===== src/include/ibsaw_pkg.sv =====
// What this block does
// - CPU data writes only while event flag set or outside a frame
// - Most significant bit first on the wire
// - Shift in bus level while shifting out
// - Bit equals bus level, shifts toward MSB
// - Data byte plus hidden ack bit chain
// - Sample on rise, ack in ninth pulse
// - Drive on fall, write preloads bit 7
// - Nine pulses send byte, capture ack
// - Own address only CPU written, master ignores
// - Own address match raises event flag
// - General call recognised when enable bit set
// - Wake bits: global, read, write enables
// - Wake bits 7 to 3 read zero
// - Arbitration loss releases bus, status 38h
package ibsaw_pkg;
  // Register offsets on the special function port
  localparam logic [15:0] ADDR_SHIFT = 16'h00da;
  localparam logic [15:0] ADDR_OWN   = 16'h00db;
  localparam logic [15:0] ADDR_WAKE  = 16'h610a;
  // Reset values
  localparam logic [7:0]  RST_SHIFT  = 8'h00;
  localparam logic [7:0]  RST_OWN    = 8'h00;
  localparam logic [2:0]  RST_WAKE   = 3'h0;
  // Wake control field positions
  localparam int          WAKE_GLOBAL = 0;
  localparam int          WAKE_RD     = 1;
  localparam int          WAKE_WR     = 2;
  localparam int          WAKE_BITS   = 3;
  // Own address field positions
  localparam int          GC_BIT      = 0;
  // Fixed bus values
  localparam logic [7:0]  GENERAL_CALL = 8'h00;
  localparam logic [7:0]  ST_ARB_LOST  = 8'h38;
  localparam logic [7:0]  ST_NO_INFO   = 8'hf8;
  // Bit slot counts in one byte frame
  localparam logic [3:0]  ACK_SLOT    = 4'h8;
  localparam logic [3:0]  LAST_RISE   = 4'h9;
  // Pins passing through the synchroniser
  localparam int          PIN_COUNT   = 2;
  // Byte phase of the frame
  typedef enum logic [1:0] {PH_IDLE, PH_ADDR, PH_DATA} ibsaw_phase_t;
endpackage : ibsaw_pkg


===== src/rtl/ibsaw_top.sv =====
`timescale 1ns/1ps
`default_nettype none
module ibsaw_top (
  // Clock, reset, enable
  input  wire logic        mclk,
  input  wire logic        resetn,
  input  wire logic        ce,
  // Special function register port
  input  wire logic [15:0] sfrAddr,
  input  wire logic        sfrWrEn,
  input  wire logic        sfrRdEn,
  input  wire logic [7:0]  sfrWrData,
  output logic      [7:0]  sfrRdData,
  // Serial clock pin
  input  wire logic        sclIn,
  output logic             sclOut,
  output logic             sclOe,
  // Serial data pin
  input  wire logic        sdaIn,
  output logic             sdaOut,
  output logic             sdaOe,
  // Controls from the interface control logic
  input  wire logic        busEnable,
  input  wire logic        masterMode,
  input  wire logic        masterTx,
  input  wire logic        startRequest,
  input  wire logic        ackEnable,
  input  wire logic        eventClear,
  // Status toward the CPU and power control
  output logic             eventFlag,
  output logic      [7:0]  statusCode,
  output logic             wakeRequest
);
  // Reset release flops
  logic rstMeta_reg;
  logic rstN;

  // Release reset through two flops
  always_ff @(posedge mclk or negedge resetn) begin
    if (!resetn) begin
      rstMeta_reg <= 1'b0;
      rstN        <= 1'b0;
    end else begin
      rstMeta_reg <= 1'b1;
      rstN        <= rstMeta_reg;
    end
  end

  // Synchronised pin levels
  logic [ibsaw_pkg::PIN_COUNT-1:0] pinSync;
  wire logic sclS = pinSync[0];
  wire logic sdaS = pinSync[1];

  ibsaw_sync u_sync (
    .mclk    (mclk),
    .rstN    (rstN),
    .ce      (ce),
    .asyncIn ({sdaIn, sclIn}),
    .syncOut (pinSync)
  );

  // Registered state
  ibsaw_pkg::ibsaw_phase_t phase_reg;      // Byte phase of the frame
  logic                    sclPrev_reg;    // Previous clock level
  logic                    sdaPrev_reg;    // Previous data level
  logic [3:0]              bitCnt_reg;     // Rising edges in this byte
  logic [3:0]              slot_reg;       // Bit slot on the wire now
  logic                    addressed_reg;  // Selected as slave
  logic                    slaveRead_reg;  // Slave transmits
  logic                    arbLost_reg;    // Master lost, until mode drops
  logic                    arbPend_reg;    // Loss to report at byte end
  logic                    eventFlag_reg;  // Serial event flag
  logic [7:0]              status_reg;     // Status code
  logic                    wake_reg;       // Wake pulse
  logic [7:0]              ownAddr_reg;    // Own slave address
  logic [2:0]              wakeCtl_reg;    // Wake control bits
  logic [7:0]              rdData_reg;     // Read data
  logic                    sdaOe_reg;      // Pull data line low
  logic                    sclOe_reg;      // Hold clock line low
  logic                    pinLevel_reg;   // Level driven when enabled

  // Chain contents
  logic [7:0] shiftData;
  logic       shiftAck;
  logic       bufOut;

  // Bus condition detection
  wire logic sclRise = sclS && !sclPrev_reg;
  wire logic sclFall = !sclS && sclPrev_reg;
  wire logic startDet = sclS && sclPrev_reg && sdaPrev_reg && !sdaS;
  wire logic stopDet  = sclS && sclPrev_reg && !sdaPrev_reg && sdaS;
  wire logic inFrame  = phase_reg != ibsaw_pkg::PH_IDLE;

  // Master is ignored once arbitration is lost
  wire logic masterActive = masterMode && !arbLost_reg;

  // Shifting only while the event flag is clear
  wire logic shiftEn = inFrame && !eventFlag_reg;

  // Register decode
  wire logic selShift = sfrAddr == ibsaw_pkg::ADDR_SHIFT;
  wire logic selOwn   = sfrAddr == ibsaw_pkg::ADDR_OWN;
  wire logic selWake  = sfrAddr == ibsaw_pkg::ADDR_WAKE;

  // Data writes only outside active shifting
  wire logic cpuLoad = sfrWrEn && selShift && (eventFlag_reg || !inFrame);

  // Read selection, reserved wake bits read zero
  wire logic [7:0] wakeRead = {5'h00, wakeCtl_reg};
  wire logic [7:0] rdMux = selShift ? shiftData :
                           selOwn   ? ownAddr_reg :
                           selWake  ? wakeRead : 8'h00;

  // Byte events
  wire logic riseStep = sclRise && shiftEn;
  wire logic addrEval = riseStep && bitCnt_reg == 4'h7 && phase_reg == ibsaw_pkg::PH_ADDR;
  wire logic byteDone = riseStep && bitCnt_reg == ibsaw_pkg::ACK_SLOT;

  // Address byte as it stands after its eighth rise
  wire logic [7:0] addrNext = {shiftData[5:0], shiftAck, sdaS};

  // Address comparison, skipped when master or restarting
  wire logic slaveOk  = busEnable && !masterActive && !(arbLost_reg && startRequest);
  wire logic ownHit   = addrNext[7:1] == ownAddr_reg[7:1];
  wire logic gcHit    = addrNext == ibsaw_pkg::GENERAL_CALL && ownAddr_reg[ibsaw_pkg::GC_BIT];
  wire logic selfHit  = slaveOk && (ownHit || gcHit);

  // Wake on own address with enabled direction
  wire logic dirRead  = addrNext[0];
  wire logic wakeDir  = dirRead ? wakeCtl_reg[ibsaw_pkg::WAKE_RD] : wakeCtl_reg[ibsaw_pkg::WAKE_WR];
  wire logic wakeHit  = addrEval && slaveOk && ownHit && wakeCtl_reg[ibsaw_pkg::WAKE_GLOBAL] && wakeDir;

  // Who drives data bits this byte
  wire logic slaveTx = addressed_reg && slaveRead_reg && phase_reg == ibsaw_pkg::PH_DATA;
  wire logic transmitting = (masterActive && masterTx) || slaveTx;
  wire logic dataSlot = slot_reg < ibsaw_pkg::ACK_SLOT;
  wire logic ackSlot  = slot_reg == ibsaw_pkg::ACK_SLOT;

  // Arbitration lost: released line read low
  wire logic arbNow = riseStep && masterActive && masterTx && dataSlot && bufOut && !sdaS;

  // Acknowledge returned in the ninth slot
  wire logic ackAddr = phase_reg == ibsaw_pkg::PH_ADDR && addressed_reg;
  wire logic ackData = phase_reg == ibsaw_pkg::PH_DATA && (addressed_reg || masterActive) && ackEnable;
  wire logic rxAck   = ackSlot && !transmitting && (ackAddr || ackData);

  // Pull low for a zero bit or for an acknowledge
  wire logic sdaLowNext = inFrame && ((transmitting && dataSlot && !bufOut) || rxAck);

  // Event raised for a byte this device takes part in
  wire logic eventSet = byteDone && (addressed_reg || masterActive || arbPend_reg);

  ibsaw_shifter u_shifter (
    .mclk     (mclk),
    .rstN     (rstN),
    .ce       (ce),
    .sclRise  (sclRise),
    .sclFall  (sclFall),
    .sdaIn    (sdaS),
    .shiftEn  (shiftEn),
    .cpuLoad  (cpuLoad),
    .loadData (sfrWrData),
    .dataOut  (shiftData),
    .ackOut   (shiftAck),
    .bufOut   (bufOut)
  );

  // Edge history of the pins
  always_ff @(posedge mclk or negedge rstN) begin
    if (!rstN) begin
      sclPrev_reg <= 1'b1;
      sdaPrev_reg <= 1'b1;
    end else if (ce) begin
      sclPrev_reg <= sclS;
      sdaPrev_reg <= sdaS;
    end
  end

  // Frame phase and bit counting
  always_ff @(posedge mclk or negedge rstN) begin
    if (!rstN) begin
      phase_reg  <= ibsaw_pkg::PH_IDLE;
      bitCnt_reg <= 4'h0;
      slot_reg   <= 4'h0;
    end else if (ce) begin
      if (startDet) begin
        phase_reg  <= ibsaw_pkg::PH_ADDR;
        bitCnt_reg <= 4'h0;
        slot_reg   <= 4'h0;
      end else if (stopDet) begin
        phase_reg <= ibsaw_pkg::PH_IDLE;
      end else if (riseStep) begin
        bitCnt_reg <= bitCnt_reg + 4'h1;
        if (byteDone) begin
          phase_reg <= ibsaw_pkg::PH_DATA;
        end
      end else if (sclFall && inFrame) begin
        // Ninth fall starts the next byte
        if (bitCnt_reg == ibsaw_pkg::LAST_RISE) begin
          bitCnt_reg <= 4'h0;
          slot_reg   <= 4'h0;
        end else begin
          slot_reg <= bitCnt_reg;
        end
      end
    end
  end

  // Slave selection and direction
  always_ff @(posedge mclk or negedge rstN) begin
    if (!rstN) begin
      addressed_reg <= 1'b0;
      slaveRead_reg <= 1'b0;
    end else if (ce) begin
      if (startDet || stopDet) begin
        addressed_reg <= 1'b0;
      end else if (addrEval) begin
        addressed_reg <= selfHit;
        slaveRead_reg <= dirRead;
      end
    end
  end

  // Arbitration loss tracking
  always_ff @(posedge mclk or negedge rstN) begin
    if (!rstN) begin
      arbLost_reg <= 1'b0;
      arbPend_reg <= 1'b0;
    end else if (ce) begin
      if (!masterMode) begin
        arbLost_reg <= 1'b0;
      end else if (arbNow) begin
        arbLost_reg <= 1'b1;
      end
      if (arbNow) begin
        arbPend_reg <= 1'b1;
      end else if (byteDone) begin
        arbPend_reg <= 1'b0;
      end
    end
  end

  // Event flag: a new event wins over a clear
  always_ff @(posedge mclk or negedge rstN) begin
    if (!rstN) begin
      eventFlag_reg <= 1'b0;
      status_reg    <= ibsaw_pkg::ST_NO_INFO;
    end else if (ce) begin
      eventFlag_reg <= eventSet || (eventFlag_reg && !eventClear);
      if (byteDone && arbPend_reg) begin
        status_reg <= ibsaw_pkg::ST_ARB_LOST;
      end else if (eventClear && !eventSet) begin
        status_reg <= ibsaw_pkg::ST_NO_INFO;
      end
    end
  end

  // Wake pulse toward power control
  always_ff @(posedge mclk or negedge rstN) begin
    if (!rstN) begin
      wake_reg <= 1'b0;
    end else if (ce) begin
      wake_reg <= wakeHit;
    end
  end

  // CPU side registers, never changed by the bus
  always_ff @(posedge mclk or negedge rstN) begin
    if (!rstN) begin
      ownAddr_reg <= ibsaw_pkg::RST_OWN;
      wakeCtl_reg <= ibsaw_pkg::RST_WAKE;
      rdData_reg  <= 8'h00;
    end else if (ce) begin
      if (sfrWrEn && selOwn) begin
        ownAddr_reg <= sfrWrData;
      end
      if (sfrWrEn && selWake) begin
        wakeCtl_reg <= sfrWrData[ibsaw_pkg::WAKE_BITS-1:0];
      end
      if (sfrRdEn) begin
        rdData_reg <= rdMux;
      end
    end
  end

  // Pin drive, changed only while the clock is low or outside a frame
  always_ff @(posedge mclk or negedge rstN) begin
    if (!rstN) begin
      sdaOe_reg    <= 1'b0;
      sclOe_reg    <= 1'b0;
      pinLevel_reg <= 1'b0;
    end else if (ce) begin
      if (!sclS || !inFrame) begin
        sdaOe_reg <= sdaLowNext && !arbNow;
      end
      // Stretch the clock so data stays stable
      sclOe_reg    <= eventFlag_reg && inFrame && (sclOe_reg || !sclS);
      pinLevel_reg <= 1'b0;
    end
  end

  // Outputs straight from flops
  assign sfrRdData   = rdData_reg;
  assign sclOut      = pinLevel_reg;
  assign sclOe       = sclOe_reg;
  assign sdaOut      = pinLevel_reg;
  assign sdaOe       = sdaOe_reg;
  assign eventFlag   = eventFlag_reg;
  assign statusCode  = status_reg;
  assign wakeRequest = wake_reg;
endmodule : ibsaw_top
`default_nettype wire


===== src/rtl/ibsaw_sync.sv =====
`timescale 1ns/1ps
`default_nettype none
module ibsaw_sync (
  // Clock, reset, enable
  input  wire logic                         mclk,
  input  wire logic                         rstN,
  input  wire logic                         ce,
  // Pin levels in and synchronised copies out
  input  wire logic [ibsaw_pkg::PIN_COUNT-1:0] asyncIn,
  output logic      [ibsaw_pkg::PIN_COUNT-1:0] syncOut
);
  // First stage, read only by the second
  logic [ibsaw_pkg::PIN_COUNT-1:0] stage1_reg;
  // Second stage, the one logic may read
  logic [ibsaw_pkg::PIN_COUNT-1:0] stage2_reg;

  // Two flops per pin, idle bus level is high
  for (genvar i = 0; i < ibsaw_pkg::PIN_COUNT; i++) begin : g_pin
    always_ff @(posedge mclk or negedge rstN) begin
      if (!rstN) begin
        stage1_reg[i] <= 1'b1;
        stage2_reg[i] <= 1'b1;
      end else if (ce) begin
        stage1_reg[i] <= asyncIn[i];
        stage2_reg[i] <= stage1_reg[i];
      end
    end
  end

  assign syncOut = stage2_reg;
endmodule : ibsaw_sync
`default_nettype wire


===== src/rtl/ibsaw_shifter.sv =====
`timescale 1ns/1ps
`default_nettype none
module ibsaw_shifter (
  // Clock, reset, enable
  input  wire logic       mclk,
  input  wire logic       rstN,
  input  wire logic       ce,
  // Bus events and level
  input  wire logic       sclRise,
  input  wire logic       sclFall,
  input  wire logic       sdaIn,
  // Shift permission and CPU load
  input  wire logic       shiftEn,
  input  wire logic       cpuLoad,
  input  wire logic [7:0] loadData,
  // Chain contents
  output logic      [7:0] dataOut,
  output logic            ackOut,
  output logic            bufOut
);
  logic [7:0] data_reg;  // Visible data byte
  logic       ack_reg;   // Hidden acknowledge stage
  logic       buf_reg;   // Output buffer toward the data line

  // Chain advance: bits enter via ack stage, move up
  wire logic [8:0] chainNext = {data_reg[6:0], ack_reg, sdaIn};
  wire logic       doRise    = shiftEn && sclRise;
  wire logic       doFall    = shiftEn && sclFall;

  // Load from CPU, else shift on the serial edges
  always_ff @(posedge mclk or negedge rstN) begin
    if (!rstN) begin
      data_reg <= ibsaw_pkg::RST_SHIFT;
      ack_reg  <= 1'b0;
      buf_reg  <= 1'b1;
    end else if (ce) begin
      if (cpuLoad) begin
        data_reg <= loadData;
        buf_reg  <= loadData[7];
      end else if (doRise) begin
        {data_reg, ack_reg} <= chainNext;
      end else if (doFall) begin
        buf_reg <= data_reg[7];
      end
    end
  end

  assign dataOut = data_reg;
  assign ackOut  = ack_reg;
  assign bufOut  = buf_reg;
endmodule : ibsaw_shifter
`default_nettype wire


===== config.mk =====
export PLATFORM = sky130hd
export DESIGN_NAME = ibsaw_top
export DESIGN_NICKNAME = d
export VERILOG_FILES = /design/src/include/ibsaw_pkg.sv /design/src/rtl/ibsaw_top.sv /design/src/rtl/ibsaw_sync.sv /design/src/rtl/ibsaw_shifter.sv
export SDC_FILE = /design/constraint.sdc
export NUM_CORES = 1
export LEC_CHECK = 0
export BUFFER_PORTS_ARGS = -buffer_cell sky130_fd_sc_hd__buf_2
export CAP_MARGIN = 20
export CORE_ASPECT_RATIO = 0.8
export CORE_UTILIZATION = 50
export DETAILED_ROUTE_END_ITERATION = 8
export GPL_ROUTABILITY_DRIVEN = 0
export PLACE_DENSITY = 0.84
export SLEW_MARGIN = 15
export SYNTH_ARGS = -nofsm -noshare
export SYNTH_HDL_FRONTEND = slang
export SYNTH_SLANG_ARGS = --single-unit

===== constraint.sdc =====
create_clock -name mclk -period 1.6 [get_ports mclk]
set_input_delay 0 -clock mclk [delete_from_list [all_inputs] [get_ports mclk]]
set_output_delay 0 -clock mclk [all_outputs]
set_load 0.02 [all_outputs]

==> results of run 1 <==
final timing paths:
| kind | start | to | cells after the start |
|---|---|---|---|
| max in group asynchronous | rstN$_DFF_PN0_ | sclPrev_reg$_DFFE_PN1P_ | 1 |
| min in group asynchronous | rstN$_DFF_PN0_ | slaveRead_reg$_DFFE_PN0P_ | 0 |
| worst max-delay path | phase_reg[0]$_DFFE_PN0P_ | u_shifter.dataOut[1]$_DFFE_PN0P_ | 4 |
| worst max register to register | phase_reg[0]$_DFFE_PN0P_ | u_shifter.dataOut[1]$_DFFE_PN0P_ | 4 |
| worst min-delay path | busEnable | addressed_reg$_DFFE_PN0P_ | 3 |
| worst min register to register | rstN$_DFF_PN0_ | slaveRead_reg$_DFFE_PN0P_ | 0 |
per-layer routing:
layer	wire, um	part of all wire, %
met3	430	5.8
met2	3540	48
met5	0	0
met4	170	2.3
met1	3280	44
per-stage QoR:
step                      std cells  area [sq um]
after floorplan                 296          3010
after global placement          432          3420
after detailed placement        432          3420
after CTS                       454          3660
after global routing            454          3730
final                           454          3730
area by class of cell:
class,instances,share of cell area [%]
Timing Repair Buffer,92,16.5
Sequential cell,56,37.8
Multi-Input combinational cell,208,39.3
Inverter,12,1.21
Clock buffer,5,1.84
Clock inverter,3,0.670
Tap cell,78,2.61
critical path, cell delays in order (launching register included):
cell	delay (ps)
dfrtp_1	420
o21ba_4	240
or4b_4	510
a21boi_4	300
a2bb2oi_1	190
Yosys cell counts, types with 3 or more instances:
cell | instances | share of area [%]
a21oi_1 | 15 | 2.5
a221oi_1 | 5 | 1.5
a2bb2oi_1 | 8 | 2.4
a31oi_1 | 4 | 0.84
buf_4 | 11 | 2.8
buf_6 | 5 | 1.9
clkbuf_1 | 4 | 0.51
dfrtp_1 | 48 | 41
dfstp_2 | 8 | 7.1
ha_1 | 3 | 1.3
inv_1 | 12 | 1.5
mux2_1 | 3 | 1.1
mux2_2 | 14 | 5.3
mux2i_1 | 3 | 1.0
nand2_1 | 22 | 2.8
nand3_1 | 10 | 1.7
nand4_1 | 8 | 1.7
nor2_1 | 23 | 2.9
nor2b_1 | 3 | 0.63
nor3_1 | 6 | 1.0
o21ai_0 | 13 | 2.2
o22ai_1 | 11 | 2.3
xnor2_1 | 4 | 1.2
xor2_1 | 4 | 1.2
kinds of logic after synthesis:
kind of cell | count (synthesis) | share of synthesized area (%)
adder cells (fa/ha/maj) | 3 | 1.27
flip-flops | 56 | 47.6
buffers and inverters | 32 | 6.71
AO/OA/AOI/OAI | 68 | 15.1
multiplexers | 20 | 7.47
AND/OR/NAND/NOR | 100 | 19.2
other | 2 | 0.253
XOR/XNOR | 8 | 2.36
power breakdown:
group          total (mW)  switching, mW  internal, mW
sequential           1.91          0.274          1.63
clock               0.820          0.500         0.321
combinational       0.891          0.442         0.449
repair_timing:
item,in CTS,in global routing
cloned,0,0
hold buffers,14,0
endpoints found under the setup margin,9,14
resized for setup,2,14
endpoints found under the hold margin,19,0
pin swaps,0,2
==> flow_summary.json, run 1 <==
{
  "ys_seq_area_share_pct": 47.6,
  "cap_violations": 0,
  "clock_path_buffers": 2,
  "outcome": "finished with violations",
  "syn_area_per_cell_sq_um": 10.3,
  "final_cell_mix": "buf_2, dfrtp_1, buf_4",
  "finalSetupViolCount": 10,
  "layout.cells.most_common": "buf_2",
  "fin_util_pct": 66.9,
  "top_usage_layer": "met2",
  "dr.pass1.iters": 5,
  "rows": 24,
  "grt_max_degree": 29,
  "ant_nets": 0,
  "hold_viol": 0,
  "worst_ep_required_time_ps": 1840,
  "total_power_mw": 3.62,
  "clkSinkCount": 56,
  "report.final.slew_viol_count": 0,
  "root_buffer": "clkbuf_8",
  "use_met1_pct": 35.3,
  "use_met2_pct": 39.4,
  "critical_path.endpoint_type": "flip-flop",
  "drive_above_1_share_pct": 34.8,
  "grt_pass1_vias": 2579,
  "via_count": 2596,
  "design.core.area_sq_um": 5590,
  "place_ws_ps": -146,
  "async_flop_share_pct": 100,
  "vias_per_cell": 5.72,
  "die_area_sq_um": 6240,
  "hold_ws_ps": 24.5,
  "pin_count": 59,
  "fin_skew_ps": 18.3,
  "cts_max_level": 2,
  "yosysWarnings": 0,
  "clkTransAtPathRegs_ps": 120,
  "crit_type": "reg2reg",
  "gr-total-overflow": 0,
  "violations": "setup timing",
  "p_leak_nw": 1.71,
  "routed_wl_mm": 7.41,
  "fp.dieH_um": 70.9,
  "powerDensity_nw_per_um2": 969,
  "netlist-cell-type-count": 54,
  "start_util_pct": 53.1,
  "max_freq_mhz": 573,
  "num_antenna_cells": 0,
  "ys.flop_type": "dfrtp_1",
  "nets": 415,
  "cts-buffers-inserted": 5,
  "post-route-min-period_ps": 1740,
  "synth-edff-count": 0,
  "fillers": 420,
  "drc": 0,
  "grt_use_met3_pct": 4.55,
  "fin_tns_setup_ps": -1130,
  "clkLatencyLatePin_ps": 320,
  "antenna_found_initial": 0,
  "rrSetupSlack_ps": -140,
  "dr.first_iter.drc_count": 242,
  "drt-wirelength-per-cell_um": 16.3,
  "syn_inst": 289,
  "setup_ws_ps": -145,
  "post_cts_buffers": 0,
  "seqCellArea_sq_um": 1410,
  "fin_crit_sh_pct": 109,
  "tritoncts": "built",
  "ys_ff_latch": 56,
  "min_path_type": "in2reg",
  "area_growth_pct": 26.0,
  "netlist_area_sq_um": 2960,
  "cp-start-kind": "flip-flop",
  "grtUsageTotal_pct": 24.9,
  "critical_path_arrival_ps": 1990,
  "multi_input_area_sq_um": 1470,
  "grt_pass1_wl_mm": 12.0,
  "path_max_fanout": 8,
  "peakVddDrop_v": 0.000428,
  "hpwl_mm": 5.29,
  "rsz0062_at_grt": "yes",
  "die_w_um": 88.1,
  "port_buffers": 50
}
No activity file was read; power rests on OpenSTA's default activity.
==> run 2, diff against run 1 <==
- REMOVE_ABC_BUFFERS: not set -> 1
==> run 2 against run 1 <==
Effect of this change:
- the run still ends with setup timing left
- largest power group unchanged
- fmax down 3.4%
- highest routed layer unchanged
- clock skew shrank 9.4 ps
- clock-buffer cell count unchanged
- largest cell class unchanged
- final area increased by 3.8%
==> flow_summary.json, run 2 (synthesis results as in run 1) <==
{
  "outcome": "finished with violations",
  "violations": "setup timing",
  "rows": 24,
  "setup_ws_ps": -207,
  "via_count": 2670,
  "design.core.area_sq_um": 5590,
  "cts-buffers-inserted": 5,
  "cap_violations": 0,
  "slowest_delay_ps": 550,
  "min_from": "startRequest",
  "critical_path_arrival_ps": 2040,
  "ant_nets": 0,
  "hold_viol": 0,
  "drc": 0,
  "max_freq_mhz": 553,
  "path_buf_inv": 1,
  "vias_per_cell": 5.74,
  "fin_crit_sh_pct": 113,
  "rrSetupSlack_ps": -210,
  "drt-wirelength-per-cell_um": 16.4,
  "clock_path_buffers": 2,
  "reg2reg_depth": 5,
  "cp-start-kind": "flip-flop",
  "routed_wl_mm": 7.60,
  "root_buffer": "clkbuf_8",
  "grt_max_degree": 41,
  "peakVddDrop_v": 0.000499,
  "hpwl_mm": 5.18,
  "grtUsageTotal_pct": 24.3,
  "fp.dieH_um": 70.9,
  "area_growth_pct": 30.7,
  "gr-total-overflow": 0,
  "finalSetupViolCount": 10,
  "clkLatencyLatePin_ps": 320,
  "die_area_sq_um": 6240,
  "slowest_stage": "or4b_4",
  "min_path_type": "in2reg",
  "nets": 426,
  "die_w_um": 88.1,
  "tritoncts": "built",
  "layout.cells.most_common": "buf_2",
  "clkTransAtPathRegs_ps": 110,
  "dr.first_iter.drc_count": 274,
  "min_delay_path_depth": 4,
  "reg2reg_from": "phase_reg[1]$_DFFE_PN0P_",
  "crit_cells": 5,
  "critical_path.endpoint_type": "flip-flop",
  "pin_count": 59,
  "final_cell_mix": "buf_2, dfrtp_1, buf_4",
  "r2r-end": "u_shifter.bufOut$_DFFE_PN1P_",
  "place_ws_ps": -168,
  "port_buffers": 50,
  "post-route-min-period_ps": 1810,
  "p_leak_nw": 1.80,
  "fin_skew_ps": 8.93,
  "hold_end": "addressed_reg$_DFFE_PN0P_",
  "crit_family": "simple AND/OR/NAND/NOR gates",
  "grt_pass1_vias": 2387,
  "path_max_fanout": 9,
  "grt_pass1_wl_mm": 11.6,
  "drive_above_1_share_pct": 39.3,
  "rsz0062_at_grt": "yes",
  "dr.pass1.iters": 5,
  "start_util_pct": 53.1,
  "cts_max_level": 2,
  "worst_ep_required_time_ps": 1830,
  "num_antenna_cells": 0,
  "fin_util_pct": 69.4,
  "clkSinkCount": 56,
  "antenna_found_initial": 0,
  "crit_type": "reg2reg",
  "fillers": 418,
  "report.final.slew_viol_count": 0,
  "crit_chain": "o21ba_2 > or4b_4 > buf_6 > mux2i_1 > nor3_1",
  "powerDensity_nw_per_um2": 963
}
==> run 2: changes by cell type in the layout (fill, tap and decap cells not counted), sizes merged <==
cell | previous run | this run
buf | 78 | 88
clkinv | 0 | 1
dlygate4sd3 | 14 | 15
clkinvlp | 1 | 0
==> run 2: cell type report <==
class / count / area [sq um] / area share (%)
clock buffers: 5 / 68.8 / 1.78
clock inverters: 3 / 26.3 / 0.678
inverters: 12 / 45.0 / 1.16
multi-input cells: 208 / 1510 / 39.0
flip-flops and latches: 56 / 1410 / 36.5
well taps: 78 / 97.6 / 2.52
repair buffers: 103 / 714 / 18.4
==> run 2: what timing repair did <==
item                                    4_1_cts  5_1_grt
pin swaps                                     3        3
endpoints found under the setup margin       10       19
hold endpoints to repair                     20        0
resized for setup                             4       22
gates cloned                                  0        0
buffers inserted                              0        3
hold buffers                                 15        0
==> run 2: worst reg2reg max path, cell delays in order, from the launching register on <==
cell and delay [ps]:
dfrtp_1 410, o21ba_2 240, or4b_4 550, buf_6 180
mux2i_1 130, nor3_1 210
==> run 2: worst max-delay path by stage <==
stage / startpoint / end
floorplan: phase_reg[1]$_DFFE_PN0P_ / u_shifter.dataOut[3]$_DFFE_PN0P_
global placement: phase_reg[1]$_DFFE_PN0P_ / u_shifter.bufOut$_DFFE_PN1P_
detailed placement: phase_reg[1]$_DFFE_PN0P_ / u_shifter.bufOut$_DFFE_PN1P_
CTS: phase_reg[0]$_DFFE_PN0P_ / u_shifter.dataOut[6]$_DFFE_PN0P_
global route: phase_reg[1]$_DFFE_PN0P_ / u_shifter.bufOut$_DFFE_PN1P_
finish: phase_reg[1]$_DFFE_PN0P_ / u_shifter.bufOut$_DFFE_PN1P_
==> run 2: per-stage QoR <==
| stage | hold slack, ps | power (mW) | cells | setup TNS [ps] | instance area (sq um) |
|---|---|---|---|---|---|
| floorplan | -296 | 2.33 | 276 | -5330 | 2840 |
| global placement | -213 | 2.69 | 439 | -838 | 3460 |
| detailed placement | -212 | 2.73 | 439 | -1600 | 3460 |
| CTS | 52.8 | 3.58 | 462 | -1020 | 3720 |
| global route | 48.2 | 3.92 | 465 | -1510 | 3870 |
| finish | 65.5 | 3.73 | 465 | -1420 | 3870 |
==> run 2: metal layers <==
metal	share of wire, %	GRT usage [%]	wire length (um)
met2	46	36.1	3480
met1	45	36.7	3390
met3	7.6	4.08	578
met5	0	0	0
met4	2.1	6.81	161
==> run 2: report_power, final <==
group / switching [mW] / total, mW / internal [mW]
logic: 0.497 / 1.04 / 0.542
clock network: 0.506 / 0.829 / 0.324
registers: 0.231 / 1.86 / 1.63
==> run 3, diff against run 2 <==
- CTS_BUF_LIST: not set -> sky130_fd_sc_hd__clkbuf_16
- CTS_CLUSTER_SIZE: not set -> 25
==> run 3 against run 2 <==
Effect of this change:
- the run still ends with setup timing left
- total power grew 7.5%
- via count grew 0.71%
- clock skew grew 1.4 ps
- die area is the same
- non-clock buffer count shrank 4
==> flow_summary.json, run 3 (synthesis results as in run 1) <==
{
  "cts_max_level": 2,
  "antenna_found_initial": 0,
  "rsz0062_at_grt": "yes",
  "final_cell_mix": "buf_2, dfrtp_1, buf_4",
  "slowest_delay_ps": 560,
  "layout.cells.most_common": "buf_2",
  "crit_cells": 5,
  "r2r-end": "u_shifter.dataOut[1]$_DFFE_PN0P_",
  "hpwl_mm": 5.18,
  "pin_count": 59,
  "clkTransAtPathRegs_ps": 80,
  "outcome": "finished with violations",
  "dr.first_iter.drc_count": 341,
  "multi_input_area_sq_um": 1490,
  "endpoint": "u_shifter.dataOut[1]$_DFFE_PN0P_",
  "grt_pass1_wl_mm": 12.0,
  "num_antenna_cells": 0,
  "clkSinkCount": 56,
  "max_freq_mhz": 575,
  "grtUsageTotal_pct": 25.2,
  "routed_wl_mm": 7.70,
  "cts-buffers-inserted": 5,
  "dp_cells": 439,
  "clock_path_buffers": 2,
  "finalSetupViolCount": 10,
  "grt_max_degree": 41,
  "ant_nets": 0,
  "tritoncts": "built",
  "design.core.area_sq_um": 5590,
  "cap_violations": 0,
  "violations": "setup timing",
  "report.final.slew_viol_count": 0,
  "cp-start-kind": "flip-flop",
  "fin_skew_ps": 10.3,
  "drt-wirelength-per-cell_um": 16.7,
  "die_area_sq_um": 6240,
  "crit_family": "compound AO/OA/AOI/OAI gates",
  "fp.dieH_um": 70.9,
  "die_w_um": 88.1,
  "root_buffer": "clkbuf_16",
  "p_leak_nw": 1.80,
  "rows": 24,
  "min_path_type": "in2async",
  "hold_viol": 0,
  "path_max_fanout": 8,
  "clkLatencyLatePin_ps": 300,
  "worst_ep_required_time_ps": 1830,
  "dr.pass1.iters": 4,
  "critical_path.endpoint_type": "flip-flop",
  "post-route-min-period_ps": 1740,
  "area_growth_pct": 30.6,
  "port_buffers": 50,
  "setup_ws_ps": -140,
  "path_buf_inv": 1,
  "crit_chain": "o21ba_2 > or4b_4 > a21boi_4 > buf_12 > a2bb2oi_1",
  "critPathLaunch": "phase_reg[1]$_DFFE_PN0P_",
  "fin_crit_sh_pct": 109,
  "fin_tns_setup_ps": -1150,
  "rrSetupSlack_ps": -140,
  "peakVddDrop_v": 0.000473,
  "hold_ws_ps": 6.97,
  "crit_type": "reg2reg",
  "nets": 422,
  "vias_per_cell": 5.83,
  "powerDensity_nw_per_um2": 1040,
  "total_power_mw": 4.01,
  "slowest_stage": "or4b_4",
  "drive_above_1_share_pct": 38.9,
  "critical_path_arrival_ps": 1970,
  "reg2reg_depth": 5,
  "reg2reg_from": "phase_reg[1]$_DFFE_PN0P_",
  "gr-total-overflow": 0,
  "start_util_pct": 53.1,
  "grt_pass1_vias": 2470,
  "fillers": 405,
  "fin_cells": 461,
  "drc": 0,
  "seqCellArea_sq_um": 1410,
  "via_count": 2689
}
## run 3: cell types whose count changed in the layout (fill, tap and decap cells not counted), sizes merged
cell         before  now
dlygate4sd3      15   11
## run 3: how the worst min path moves through the flow
stage / startpoint / to / slack (ps) / cells past startpoint
6_report: resetn / rstMeta_reg$_DFF_PN0_ / 7 / 2
5_1_grt: resetn / rstMeta_reg$_DFF_PN0_ / 20 / 2
4_1_cts: resetn / rstMeta_reg$_DFF_PN0_ / 3 / 2
3_5_place_dp: resetn / rstMeta_reg$_DFF_PN0_ / -210 / 1
3_3_place_gp: resetn / rstMeta_reg$_DFF_PN0_ / -210 / 1
2_1_floorplan: resetn / rstMeta_reg$_DFF_PN0_ / -300 / 0
## run 3: worst register-to-register path: stages, from the launching register on
cell and delay, ps:
dfrtp_1 390, o21ba_2 240, or4b_4 560, a21boi_4 200, buf_12 150, a2bb2oi_1 140
## run 3: area by class of cell
type	count	area share (%)
Timing Repair Buffer	99	17.4
Sequential cell	56	36.5
Multi-Input combinational cell	208	38.6
Clock buffer	5	3.23
Inverter	12	1.16
Tap cell	78	2.52
Clock inverter	3	0.679
## run 3: timing repair
action / 4_1_cts / 5_1_grt
setup endpoints to repair: 10 / 22
setup buffers: 1 / 1
pin swaps: 3 / 2
hold buffers: 11 / 0
hold endpoints to repair: 14 / 0
resized for setup: 4 / 19
gates cloned: 1 / 0
## run 3: through the flow
step                      setup WS [ps]  area (sq um)  utilization, %
final                              -140          3870            69.3
after CTS                          -130          3750            67.2
after detailed placement           -168          3460            62.0
after global placement            -92.1          3460            62.0
after global routing               -147          3870            69.3
after floorplan                    -290          2840               -
## run 3: power breakdown
part,switching (mW),internal (mW),total [mW],leakage [nW]
combinational,0.491,0.524,1.02,1.02
clock,0.536,0.596,1.13,0.0748
sequential,0.230,1.63,1.86,0.707
## run 3: metal layers
metal | global-route usage [%] | routed length (um)
met5 | 0 | 0
met4 | 8.60 | 225
met3 | 4.20 | 626
met2 | 38.4 | 3500
met1 | 36.6 | 3350
